`src/hdl/nsp_pkg.sv`:
```
package nsp_pkg;
    // address map of the nonvolatile arrays
    localparam int ADDR_W = 16;
    localparam logic [15:0] USERROW_BASE = 16'h1300;
    localparam logic [15:0] USERROW_BYTES = 16'h0040;
    localparam logic [15:0] EEPROM_BASE = 16'h1400;
    localparam logic [15:0] EEPROM_BYTES = 16'h0100;
    localparam logic [15:0] FLASH_BASE = 16'h4000;
    // section boundaries count in 256-byte blocks; this is log2 of the block size
    localparam int BLOCK_SHIFT = 8;
    localparam logic [7:0] ERASED_BYTE = 8'hFF;
    localparam logic [7:0] NO_SECTION_END = 8'h00;

    // register offsets (byte addresses)
    localparam logic [7:0] REG_CTRLA = 8'h00;
    localparam logic [7:0] REG_CTRLB = 8'h04;
    localparam logic [7:0] REG_STATUS = 8'h08;
    localparam logic [7:0] REG_INTCTRL = 8'h0C;
    localparam logic [7:0] REG_UNLOCK = 8'h10;

    // field positions
    localparam int CMD_W = 3;
    localparam int CTRLB_APPLOCK_BIT = 0;
    localparam int CTRLB_BOOT_SECTION_LOCK_BIT = 1;
    localparam int STATUS_FLASH_BUSY_FLAG_BIT = 0;
    localparam int STATUS_EEPROM_BUSY_FLAG_BIT = 1;
    localparam int STATUS_WERR_BIT = 2;
    localparam int INTCTRL_EEPROM_READY_EVENT_BIT = 0;

    // unlock key is arbitrary; window counts clock cycles
    localparam logic [7:0] UNLOCK_KEY = 8'hA5;
    localparam logic [2:0] UNLOCK_WINDOW = 3'h4;

    typedef enum logic [1:0] {
        RGN_NONE,
        RGN_FLASH,
        RGN_EEPROM,
        RGN_USERROW
    } nsp_region_e;

    typedef enum logic [1:0] {
        SEC_BOOT,
        SEC_APPLICATION_CODE_SECTION,
        SEC_APPLICATION_DATA_SECTION
    } nsp_section_e;

    // command codes follow declaration order: 0 none .. 4 buffer clear
    typedef enum logic [CMD_W-1:0] {
        CMD_NONE,
        CMD_WRITE,
        CMD_ERASE,
        CMD_ERASE_WRITE,
        CMD_BUF_CLEAR
    } nsp_cmd_e;
endpackage

```
`src/hdl/nsp_page_buffer_ctrl.sv`:
```
// Overview of operation
// (RL1) flash write and erase always cover a whole page, never part of one
// (RL2) flash splits into boot, code and data sections in 256-byte blocks
// (RL3) boot below boot end, code up to code end, data above
// (RL4) code end of zero makes code reach the flash top, no data section
// (RL5) both ends zero make the whole flash a boot section
// (RL6) software sets code end to zero or not below boot end
// (RL7) boot code may alter code and data; code may alter data
// (RL8) code running from data section may alter no flash or eeprom
// (RL9) code and boot locks block updates until the next reset
// (RL10) cpu writes never change the boot section
// (RL11) boot lock refuses reads and fetches of the boot section
// (RL12) eeprom erases and writes only the bytes marked in the buffer
// (RL13) user row is an eeprom page; debug port may write it locked
// (RL14) array reads during a write or erase stall until it ends
// (RL15) flash, eeprom and user row share one page buffer
// (RL16) stores load the buffer, low address bits choose the byte
// (RL17) each buffer store keeps new data ANDed with old content
// (RL18) buffer goes all ones on reset, op end, clear, sleep, wake
// (RL19) software erases a flash page before programming it
// (RL20) filling the buffer and committing it are separate commands
// (RL21) eeprom programming does not halt the cpu
// (RL22) software checks busy, writes key, then command within four
// (RL23) erase acts only once a byte was written into the buffer
// (RL24) eeprom ready flag raises a request while enabled
// (RL25) protection or lock violations are discarded, memory unchanged
//
// Added by the designer: the register addresses and the APB register port.
module nsp_page_buffer_ctrl
    import nsp_pkg::*;
#(
    parameter int PAGE_BYTES = 64,
    parameter int FLASH_BYTES = 8192
) (
    input wire logic clk,
    input wire logic rst_b,
    input wire logic [7:0] paddr,
    input wire logic psel,
    input wire logic penable,
    input wire logic pwrite,
    input wire logic [31:0] pwdata,
    output logic [31:0] prdata,
    output logic pready,
    output logic pslverr,
    input wire logic memReq,
    input wire logic memWrite,
    input wire logic [ADDR_W-1:0] memAddr,
    input wire logic [7:0] memWdata,
    output logic [7:0] memRdata,
    output logic memReady,
    output logic memError,
    input wire logic [ADDR_W-1:0] execAddr,
    output logic fetchBlocked,
    output logic cpuHalt,
    input wire logic [7:0] bootSectionEnd,
    input wire logic [7:0] appCodeSectionEnd,
    input wire logic sleepEnter,
    input wire logic wakeUp,
    input wire logic debugAccess,
    output logic [ADDR_W-1:0] arrRdAddr,
    input wire logic [7:0] arrRdData,
    output logic opValid,
    output logic [CMD_W-1:0] opKind,
    output logic [1:0] opRegion,
    output logic [ADDR_W-1:0] opPageAddr,
    output logic [PAGE_BYTES*8-1:0] opData,
    output logic [PAGE_BYTES-1:0] opMask,
    input wire logic opDone,
    output logic flashBusyFlag,
    output logic eepromBusyFlag,
    output logic eepromReadyEvent
);
    localparam int PG_W = $clog2(PAGE_BYTES);

    // refuse shapes the address logic cannot serve
    if (PAGE_BYTES < 2 || PAGE_BYTES > 256 ||
        (1 << PG_W) != PAGE_BYTES) begin : g_bad_page
        $error("page size must be a power of two from 2 to 256");
    end
    if (FLASH_BYTES < 256 ||
        FLASH_BYTES > (1 << ADDR_W) - int'(FLASH_BASE)) begin : g_bad_fl
        $error("flash size does not fit the address map");
    end

    localparam logic [ADDR_W-1:0] FLASH_TOP =
        ADDR_W'(int'(FLASH_BASE) + FLASH_BYTES);
    localparam logic [ADDR_W-1:0] PAGE_MASK = ~ADDR_W'(PAGE_BYTES - 1);

    // which array an address falls in
    function automatic nsp_region_e regionOf(input logic [ADDR_W-1:0] a);
        if (a >= FLASH_BASE && a < FLASH_TOP) begin
            return RGN_FLASH;
        end else if (a >= EEPROM_BASE && a < EEPROM_BASE + EEPROM_BYTES) begin
            return RGN_EEPROM;
        end else if (a >= USERROW_BASE &&
                     a < USERROW_BASE + USERROW_BYTES) begin
            return RGN_USERROW;
        end
        return RGN_NONE;
    endfunction

    // which flash section a flash address falls in
    function automatic nsp_section_e sectionOf(
        input logic [ADDR_W-1:0] a,
        input logic [7:0] boot_section_end,
        input logic [7:0] codeEnd
    );
        logic [ADDR_W-1:0] off;
        logic [ADDR_W-1:0] bootLim;
        logic [ADDR_W-1:0] codeLim;
        off = a - FLASH_BASE;
        bootLim = ADDR_W'({boot_section_end, 8'h00}); // RL2
        codeLim = ADDR_W'({codeEnd, 8'h00});
        if (boot_section_end == NO_SECTION_END && codeEnd == NO_SECTION_END) begin
            return SEC_BOOT; // RL5
        end else if (off < bootLim) begin
            return SEC_BOOT; // RL3
        end else if (codeEnd == NO_SECTION_END || off < codeLim) begin
            return SEC_APPLICATION_CODE_SECTION; // RL4
        end
        return SEC_APPLICATION_DATA_SECTION; // RL3
    endfunction

    logic [7:0] bufByte [PAGE_BYTES];
    logic [PAGE_BYTES-1:0] bufMark;
    logic [ADDR_W-1:0] bufPage_reg;
    logic [ADDR_W-1:0] bufPage_next;
    nsp_region_e bufRegion_reg;
    nsp_region_e bufRegion_next;
    logic appLock_reg;
    logic boot_section_lock_reg;
    logic writeErr_reg;
    logic intEn_reg;
    logic [2:0] unlockCnt_reg;
    logic [2:0] unlockCnt_next;
    logic flashBusy_reg;
    logic eeprom_busy_flag_reg;
    logic [CMD_W-1:0] opKind_reg;
    nsp_region_e opRegion_reg;
    logic [ADDR_W-1:0] opPage_reg;
    logic [PAGE_BYTES-1:0] opMask_reg;
    logic [7:0] memRdata_reg;
    logic [31:0] prdata_reg;

    // apb decode
    wire logic apbSetup = psel & ~penable;
    wire logic apbWr = psel & penable & pwrite;
    wire logic hitCtrla = paddr == REG_CTRLA;
    wire logic hitCtrlb = paddr == REG_CTRLB;
    wire logic hitStatus = paddr == REG_STATUS;
    wire logic hitIntctrl = paddr == REG_INTCTRL;
    wire logic hitUnlock = paddr == REG_UNLOCK;
    wire logic hitAny = hitCtrla | hitCtrlb | hitStatus |
                        hitIntctrl | hitUnlock;
    assign pready = 1'b1;
    assign pslverr = psel & penable & ~hitAny;

    // cpu memory access decode
    wire nsp_region_e memRgn = regionOf(memAddr);
    wire nsp_section_e memSec =
        sectionOf(memAddr, bootSectionEnd, appCodeSectionEnd);
    wire logic busy = flashBusy_reg | eeprom_busy_flag_reg;
    wire logic memArray = memRgn != RGN_NONE;
    wire logic bootReadDeny = boot_section_lock_reg & memRgn == RGN_FLASH &
                              memSec == SEC_BOOT;
    assign memReady = ~(memArray & busy); // RL14
    assign memError = memReq & (~memArray | (~memWrite & bootReadDeny)); // RL11
    assign arrRdAddr = memAddr;
    wire logic storeHit = memReq & memWrite & memArray & ~busy; // RL16
    wire logic loadHit = memReq & ~memWrite & memArray & ~busy &
                         ~bootReadDeny;
    wire logic [PG_W-1:0] byteIdx = memAddr[PG_W-1:0]; // RL16

    // fetch refusal from a locked boot section
    wire nsp_section_e execSec =
        sectionOf(execAddr, bootSectionEnd, appCodeSectionEnd);
    wire logic execInFlash = regionOf(execAddr) == RGN_FLASH;
    assign fetchBlocked = boot_section_lock_reg & execInFlash &
                          execSec == SEC_BOOT; // RL11

    // command decode, only inside the unlock window
    wire logic cmdWr = apbWr & hitCtrla & unlockCnt_reg != 3'h0;
    wire nsp_cmd_e cmdVal = nsp_cmd_e'(pwdata[CMD_W-1:0]);
    wire logic cmdClear = cmdWr & cmdVal == CMD_BUF_CLEAR;
    wire logic cmdErase = cmdVal == CMD_ERASE | cmdVal == CMD_ERASE_WRITE;
    wire logic cmdMem = cmdVal == CMD_WRITE | cmdErase; // RL20
    wire logic bufTouched = |bufMark;

    // write permission by writer and target section
    wire nsp_section_e tgtSec =
        sectionOf(bufPage_reg, bootSectionEnd, appCodeSectionEnd);
    wire logic writerData = ~execInFlash | execSec == SEC_APPLICATION_DATA_SECTION;
    wire logic eeTarget = bufRegion_reg == RGN_EEPROM |
                          bufRegion_reg == RGN_USERROW;
    wire logic flashOk =
        bufRegion_reg == RGN_FLASH & tgtSec != SEC_BOOT & // RL10
        ((tgtSec == SEC_APPLICATION_CODE_SECTION & execSec == SEC_BOOT &
          ~appLock_reg) | // RL9
         (tgtSec == SEC_APPLICATION_DATA_SECTION & ~writerData)); // RL7
    wire logic dbgRow = debugAccess & bufRegion_reg == RGN_USERROW; // RL13
    wire logic allowed = dbgRow | (eeTarget & ~writerData) | // RL8
                         flashOk;
    wire logic cmdStart = cmdWr & cmdMem & ~busy & allowed &
                          (~cmdErase | bufTouched); // RL23
    wire logic cmdDenied = cmdWr & cmdMem & ~busy & ~allowed; // RL25
    wire logic opFinish = busy & opDone;
    wire logic bufClr = opFinish | cmdClear | sleepEnter | wakeUp; // RL18

    // page buffer bytes and their marks
    genvar gi;
    for (gi = 0; gi < PAGE_BYTES; gi++) begin : g_buf
        wire logic hitByte = storeHit & byteIdx == PG_W'(gi);
        always_ff @(posedge clk) begin
            if (!rst_b || bufClr) begin
                bufByte[gi] <= ERASED_BYTE; // RL18
                bufMark[gi] <= 1'b0;
            end else if (hitByte) begin
                bufByte[gi] <= bufByte[gi] & memWdata; // RL17
                bufMark[gi] <= 1'b1; // RL12
            end
        end
        assign opData[gi*8 +: 8] = bufByte[gi];
    end

    // one buffer, retargeted by the latest store
    assign bufPage_next = storeHit ? (memAddr & PAGE_MASK) : bufPage_reg;
    assign bufRegion_next = storeHit ? memRgn : bufRegion_reg; // RL15
    always_ff @(posedge clk) begin
        if (!rst_b) begin
            bufPage_reg <= FLASH_BASE;
            bufRegion_reg <= RGN_NONE;
        end else begin
            bufPage_reg <= bufPage_next;
            bufRegion_reg <= bufRegion_next;
        end
    end

    // unlock window countdown
    assign unlockCnt_next =
        (apbWr & hitUnlock & pwdata[7:0] == UNLOCK_KEY) ? UNLOCK_WINDOW :
        cmdWr ? 3'h0 :
        (unlockCnt_reg != 3'h0) ? unlockCnt_reg - 3'h1 : 3'h0;
    always_ff @(posedge clk) begin
        if (!rst_b) begin
            unlockCnt_reg <= 3'h0;
        end else begin
            unlockCnt_reg <= unlockCnt_next;
        end
    end

    // locks set only, cleared by reset alone
    always_ff @(posedge clk) begin
        if (!rst_b) begin
            appLock_reg <= 1'b0;
            boot_section_lock_reg <= 1'b0;
        end else if (apbWr && hitCtrlb) begin
            appLock_reg <= appLock_reg | pwdata[CTRLB_APPLOCK_BIT]; // RL9
            boot_section_lock_reg <= boot_section_lock_reg | pwdata[CTRLB_BOOT_SECTION_LOCK_BIT]; // RL9
        end
    end

    // error flag and ready enable; a new error beats the clear
    always_ff @(posedge clk) begin
        if (!rst_b) begin
            writeErr_reg <= 1'b0;
            intEn_reg <= 1'b0;
        end else begin
            if (cmdDenied) begin
                writeErr_reg <= 1'b1;
            end else if (apbWr && hitStatus && pwdata[STATUS_WERR_BIT]) begin
                writeErr_reg <= 1'b0;
            end
            if (apbWr && hitIntctrl) begin
                intEn_reg <= pwdata[INTCTRL_EEPROM_READY_EVENT_BIT];
            end
        end
    end

    // array operation launch and completion
    always_ff @(posedge clk) begin
        if (!rst_b || opFinish) begin
            flashBusy_reg <= 1'b0;
            eeprom_busy_flag_reg <= 1'b0;
        end else if (cmdStart) begin
            flashBusy_reg <= bufRegion_reg == RGN_FLASH;
            eeprom_busy_flag_reg <= eeTarget;
        end
    end
    always_ff @(posedge clk) begin
        if (!rst_b) begin
            opKind_reg <= CMD_W'(CMD_NONE);
            opRegion_reg <= RGN_NONE;
            opPage_reg <= FLASH_BASE;
            opMask_reg <= '0;
        end else if (cmdStart) begin
            opKind_reg <= pwdata[CMD_W-1:0];
            opRegion_reg <= bufRegion_reg;
            opPage_reg <= bufPage_reg;
            opMask_reg <= eeTarget ? bufMark : '1; // RL1 RL12
        end
    end
    assign opValid = busy;
    assign opKind = opKind_reg;
    assign opRegion = opRegion_reg;
    assign opPageAddr = opPage_reg;
    assign opMask = opMask_reg;
    assign flashBusyFlag = flashBusy_reg;
    assign eepromBusyFlag = eeprom_busy_flag_reg;
    assign cpuHalt = flashBusy_reg; // RL21
    assign eepromReadyEvent = intEn_reg & ~eeprom_busy_flag_reg; // RL24

    // load data, one cycle after the accepted load
    always_ff @(posedge clk) begin
        if (!rst_b) begin
            memRdata_reg <= 8'h00;
        end else if (loadHit) begin
            memRdata_reg <= arrRdData;
        end
    end
    assign memRdata = memRdata_reg;

    // apb read data, captured in the setup cycle
    wire logic [31:0] statusWord = {29'h0, writeErr_reg, eeprom_busy_flag_reg,
                                    flashBusy_reg};
    wire logic [31:0] rdMux =
        hitCtrla ? {29'h0, opKind_reg} :
        hitCtrlb ? {30'h0, boot_section_lock_reg, appLock_reg} :
        hitStatus ? statusWord :
        hitIntctrl ? {31'h0, intEn_reg} : 32'h0;
    always_ff @(posedge clk) begin
        if (!rst_b) begin
            prdata_reg <= 32'h0;
        end else if (apbSetup && !pwrite) begin
            prdata_reg <= rdMux;
        end
    end
    assign prdata = prdata_reg;
endmodule

```
`config.mk`:
```
export PLATFORM = sky130hd
export DESIGN_NAME = nsp_page_buffer_ctrl
export DESIGN_NICKNAME = d
export VERILOG_FILES = /design/src/hdl/nsp_pkg.sv /design/src/hdl/nsp_page_buffer_ctrl.sv
export SDC_FILE = /design/constraint.sdc
export NUM_CORES = 1
export LEC_CHECK = 0
export BUFFER_PORTS_ARGS = -buffer_cell sky130_fd_sc_hd__buf_4
export CAP_MARGIN = 25
export CORE_AREA = 2 2 299 301
export CTS_BUF_LIST = sky130_fd_sc_hd__clkbuf_8 sky130_fd_sc_hd__clkbuf_16
export DETAILED_ROUTE_END_ITERATION = 10
export DIE_AREA = 0 0 301 303
export PLACE_DENSITY = 0.65
export SETUP_SLACK_MARGIN = 0.15
export SLEW_MARGIN = 5
export SYNTH_ARGS = -nofsm -noshare
export SYNTH_HDL_FRONTEND = slang
export SYNTH_SLANG_ARGS = --single-unit
```
`constraint.sdc`:
```
create_clock -name clk -period 4.5 [get_ports clk]
set_input_delay 1.125 -clock clk [delete_from_list [all_inputs] [get_ports clk]]
set_output_delay 1.125 -clock clk [all_outputs]
set_load 0.05 [all_outputs]
```
* Word-level counts from Yosys, hierarchy flattened
Memories as Yosys holds them, arrays and structs flattened.
Index checks and enable logic that the tools add are counted.
** Operators by class
- Multiplexer cells :: 303
- Add/subtract/negate cells :: 4
- Order comparisons :: 18
- Equality and inequality tests :: 80
- Bitwise logic cells :: 263
- Reductions and logical operators :: 31
** Operators with widths (count)
- $and A8 B8 Y8 :: 64
- $mux W8 :: 64
- $mux W1 :: 212
- $eq A6 B6 Y1 const B :: 32
- $and A1 B1 Y1 :: 101
- $eq A6 B5 Y1 const B :: 16
- $lt A16 B16 Y1 :: 6
- $or A1 B1 Y1 :: 83
- $ge A16 B13 Y1 const B :: 4
- $lt A16 B13 Y1 const B :: 4
- $mux W64 :: 1
- $reduce_or A64 Y1 :: 1
- $eq A6 B4 Y1 const B :: 8
- $sub A16 B15 Y16 const B :: 3
- $mux W2 :: 20
- $ge A16 B15 Y1 const B :: 2
- $lt A16 B15 Y1 const B :: 2
- $eq A6 B3 Y1 const B :: 4
- $logic_not A8 Y1 :: 3
- $mux W3 :: 6
- $eq A8 B4 Y1 const B :: 2
- $not A1 Y1 :: 15
- $eq A6 B2 Y1 const B :: 2
- $logic_and A1 B1 Y1 :: 12
- other kinds (17) :: 32
** Word-level totals
- Memories kept :: 1
- Output and inout bits :: 663
- Input port bits :: 115
- Bits in writable memories :: 512
- Flip-flop bits (word level) :: 204
** Memories
- bufByte :: words 64, bits a word 8, read ports 64, clocked after Yosys merged registers in 0, write ports 64, line nsp_page_buffer_ctrl.sv:124 : logic [7:0] bufByte [PAGE_BYTES];

* Logic depth before layout (Yosys ltp)
- Depth in word-level cells :: 17
- Mapped depth :: 14
- Gate-level depth less buffers :: 11

* Worst setup path after synthesis
Ideal clock, no wire load.
- Path type :: input to output
- Start :: input memAddr[14]
- End :: output memError
- Setup slack :: 0.377 ns
- Required time :: 3.375 ns
- Arrival :: 2.998 ns
- Stages :: 10
- Cells stage by stage :: inv_1 ha_1 inv_1 ha_1 nor4_1 nand2_1 a31oi_1 o211ai_1 o21ai_0 and2_1
** On the way
- Word-level cells in the longest chain between the ends :: 12
- Elaborated cells between the ends (all ways) :: 34
- Those cells by class :: add/sub: 1; order compare: 8; eq/ne: 1; mux: 12; bitwise: 6; reduce/logical: 6
** Ends and longest elaborated chain
- from (decl) :: line nsp_page_buffer_ctrl.sv:47 : input wire logic [ADDR_W-1:0] memAddr,
- $sub A16 B15 Y16, or another cell as far along :: line nsp_page_buffer_ctrl.sv:111 : off = a - FLASH_BASE;
- $lt A16 B16 Y1 / $logic_and A1 B1 Y1 (equally long branches) :: line nsp_page_buffer_ctrl.sv:118, nsp_page_buffer_ctrl.sv:95
- $logic_or A1 B1 Y1 / $mux W1 (equally long branches) :: line nsp_page_buffer_ctrl.sv:118, nsp_page_buffer_ctrl.sv:95
- $mux W1, on equally long branches :: line nsp_page_buffer_ctrl.sv:118, nsp_page_buffer_ctrl.sv:93
- $mux W1, on equally long branches :: line nsp_page_buffer_ctrl.sv:116, nsp_page_buffer_ctrl.sv:91
- $mux W1 / $mux W2 (equally long branches) :: line nsp_page_buffer_ctrl.sv:114, nsp_page_buffer_ctrl.sv:99
- $mux W2 / $eq A2 B1 Y1 (equally long branches) :: line nsp_page_buffer_ctrl.sv:121, nsp_page_buffer_ctrl.sv:164
- $logic_not A2 Y1 / $and A1 B1 Y1 (equally long branches) :: line nsp_page_buffer_ctrl.sv:165, nsp_page_buffer_ctrl.sv:164
- $and A1 B1 Y1 :: line nsp_page_buffer_ctrl.sv:164 : wire logic bootReadDeny = boot_section_lock_reg & memRgn == RGN_FLASH &
- $and A1 B1 Y1 :: line nsp_page_buffer_ctrl.sv:167 : assign memError = memReq & (~memArray | (~memWrite & bootReadDeny));
- $or A1 B1 Y1 (*) :: line nsp_page_buffer_ctrl.sv:167
- $and A1 B1 Y1 (*) :: line nsp_page_buffer_ctrl.sv:167
- to (decl) :: line nsp_page_buffer_ctrl.sv:51 : output logic memError,
Every way passes the cells marked *; elsewhere a longest branch is shown, timed or not.

* Worst setup path in the final report
Same ends and word-level chain as after synthesis.

==> flow_summary.yaml <==
clock_tree:
  clkTransAtPathRegs_ps: 60
  clk_latency_ps: 640
  h-tree-depth: 3
  cts_buffers: 75
  clock-root-buffer: "clkbuf_16"
  cts_buffer_depth: 3
  cts_resized: 0
  clock-sinks: 687
  cts_tree: "yes"
  cts_setup_buffers: 0
  cts-hold-fix-buffers: 0
detailed_routing:
  wire_per_inst_um: 24.0
  drc: 0
  via_per_inst: 5.03
  vias: 22800
  wirelength_mm: 109
  drt_iter0_drc: 1796
  ant_nets: 0
  dr.pass1.iters: 5
worst_setup_path:
  worst-endpoint-required_ps: 3380
  slowest_delay_ps: 310
  arrival_ps: 3110
  ff2ff_path_depth: 8
  worstPathCellList: "buf_4 > inv_1 > ha_1 > inv_1 > ha_1 > nor4_1 > nand2_1 > a31oi_2 > o211ai_1 > o21ai_0 > and2_1 > buf_4"
  crit_fanout: 4
  r2r_start: "eepromBusyFlag$_SDFFE_PP0P_"
  endpoint_kind: "output pin"
  path_class: "in2out"
  r2r_slack_ps: 1040
  rr_endpoint: "bufByte[0][224]$_SDFFCE_PN1P_"
  critical_path.slowest_cell: "nor4_1"
  critPathLaunchType: "input pin"
logic_synthesis:
  synth_common_cells: "704 x nand2_1, 512 x edfxtp_1, 256 x a21o_1"
  async_flop_share_pct: 0
  syn_area_um2: 28800
  synth_xor_area_share_pct: 0.0304
  synthFlopType: "edfxtp_1"
  yosysMostFrequentCell: "nand2_1"
  muxShareOfSynthArea_pct: 3.21
  ys_seq_elements: 687
  synth_top_area_share_pct: 53.3
  synth_edf_count: 512
  synth_compound_area_share_pct: 11.3
  ys_warn_count: 0
  synthTopCellsByArea: "edfxtp_1 53%, dfxtp_1 12%, nand2_1 9.2%, a21o_1 6.7%, mux2i_1 3.1%"
  yosys.cell_types.count: 59
  syn_area_per_cell_um2: 11.5
  syn-instance-count: 2517
  synth-seq-area-share_pct: 65.5
  synth_top_family_by_area: "simple AND/OR/NAND/NOR gates"
  synth-simple-area-share_pct: 14.5
  synthAdderAreaFrac_pct: 1.78
  synth_top_area_cell: "edfxtp_1"
global_route:
  grt_overflow: 0
  grt_pass1_wl_mm: 153
  grt_antenna_before_repair: 1
  grt.total_usage_pct: 22.9
  grt_start_max_net_pins: 88
  grt_pass1_vias: 22000
min_path:
  holdPathStages: 1
  hold_end: "unlockCnt_reg[0]$_SDFF_PP0_"
  hold_class: "reg2reg"
  min_from: "unlockCnt_reg[0]$_SDFF_PP0_"
cells_and_area:
  area_growth_pct: 33.4
  antenna_cells: 0
  fin_cells: 4531
  layout-drive-gt1-share_pct: 30.2
  post-route-cell-area_um2: 38500
  fin_util_pct: 43.7
  largest_reg_flops: 512
  nets: 3463
floorplan:
  coreArea_um2: 88000
  die_h_um: 303
  initial_utilization_pct: 32.8
  die_x_um: 301
  dieArea_um2: 91200
  ioPinCount: 778
  rows: 109
timing:
  tightest_slew_ps: 1070
  slew_violations: 0
  tns_ps: 0
  min_period_over_period_pct: 94.2
  rsz0062_at_grt: "false"
  setup_viol: 0
  clock.fmax_ghz: 0.236
  hold_viol: 0
  period_minus_slack_ps: 4240
  slew_headroom_pct: 29.0
  worst_clock_skew_ps: 38.2
placement:
  place_congestion: 0.908
  numPortBuffers: 717
  dp_hpwl_mm: 77.9
  placed_area_um2: 36000
  place_inst: 4390
power:
  cellPowerDensity_nw_per_um2: 355
  p_leak_nw: 13.9
  vdd_drop_max_mv: 0.256
job:
  maxCapViolCount: 0
run_status:
  status: "finished clean"
==> area by class of cell <==
cell class | instances | area [µm²]
clock inverters | 57 | 437
well taps | 1165 | 1460
multi-input cells | 1655 | 9050
inverters | 28 | 105
flip-flops and latches | 687 | 18900
repair buffers | 860 | 6570
clock buffers | 79 | 1950
fillers | 8323 | 49500
==> power by group <==
part / leakage, nW / switching [mW] / internal, mW
registers: 5.33 / 0.0113 / 6.78
clock network: 1.23 / 2.68 / 3.35
logic: 7.30 / 0.611 / 0.238
total: 13.9 / 3.30 / 10.4
==> logic make-up after synthesis <==
| family | count (synthesis) |
|---|---|
| AO/OA/AOI/OAI | 507 |
| XOR/XNOR | 1 |
| adder cells (fa/ha/maj) | 41 |
| buffers and inverters | 209 |
| flip-flops | 687 |
| multiplexers | 91 |
| other | 2 |
| AND/OR/NAND/NOR | 979 |
==> worst max-delay path: cells and delay by family <==
family,cells,cell delay (ps)
buf+inv,4,450
fa+ha+maj,2,460
simple gates,3,550
compound gates,3,510
==> worst max-delay path by stage <==
stage | start | endpoint | slack (ps) | cells after the start
3_3_place_gp | memAddr[6] | bufByte[1][10]$_SDFFCE_PN1P_ | 270 | 8
6_report | memAddr[14] | memError | 260 | 12
5_1_grt | memAddr[14] | memError | 150 | 12
4_1_cts | memAddr[14] | memError | 280 | 12
3_5_place_dp | memAddr[14] | memError | 310 | 12
2_1_floorplan | memAddr[14] | memError | 380 | 10
==> cell usage in the layout, fill, tap and decap left out, drive strengths merged, types with 17 or more instances in the layout <==
cell / synthesis / final
a21o: 256 / 256
conb: 2 / 36
nor4: 25 / 25
buf: 73 / 859
nand2: 714 / 714
ha: 41 / 41
edfxtp: 512 / 512
a21oi: 79 / 79
inv: 28 / 47
nor3: 17 / 17
o21ai: 149 / 149
mux2i: 89 / 89
dfxtp: 175 / 175
nor2: 142 / 142
clkinv: 0 / 32
nand3: 25 / 25
clkbuf: 108 / 80
==> per-stage QoR <==
step	setup slack, ps	power [mW]	hold slack, ps
finish	261	13.7	416
global route	152	14.1	419
CTS	280	13.8	413
detailed placement	311	7.76	405
global placement	267	7.74	403
floorplan	377	7.43	393
==> metal layers <==
| layer | vias up | GRT usage [%] | part of all wire [%] |
|---|---|---|---|
| met5 | - | 0 | 0 |
| met4 | 0 | 7.47 | 2.9 |
| met3 | 166 | 5.54 | 8.0 |
| met2 | 927 | 38.0 | 48 |
| met1 | 11300 | 29.6 | 41 |
| li1 | 10300 | - | - |
No activity file was read; power rests on OpenSTA's default activity.
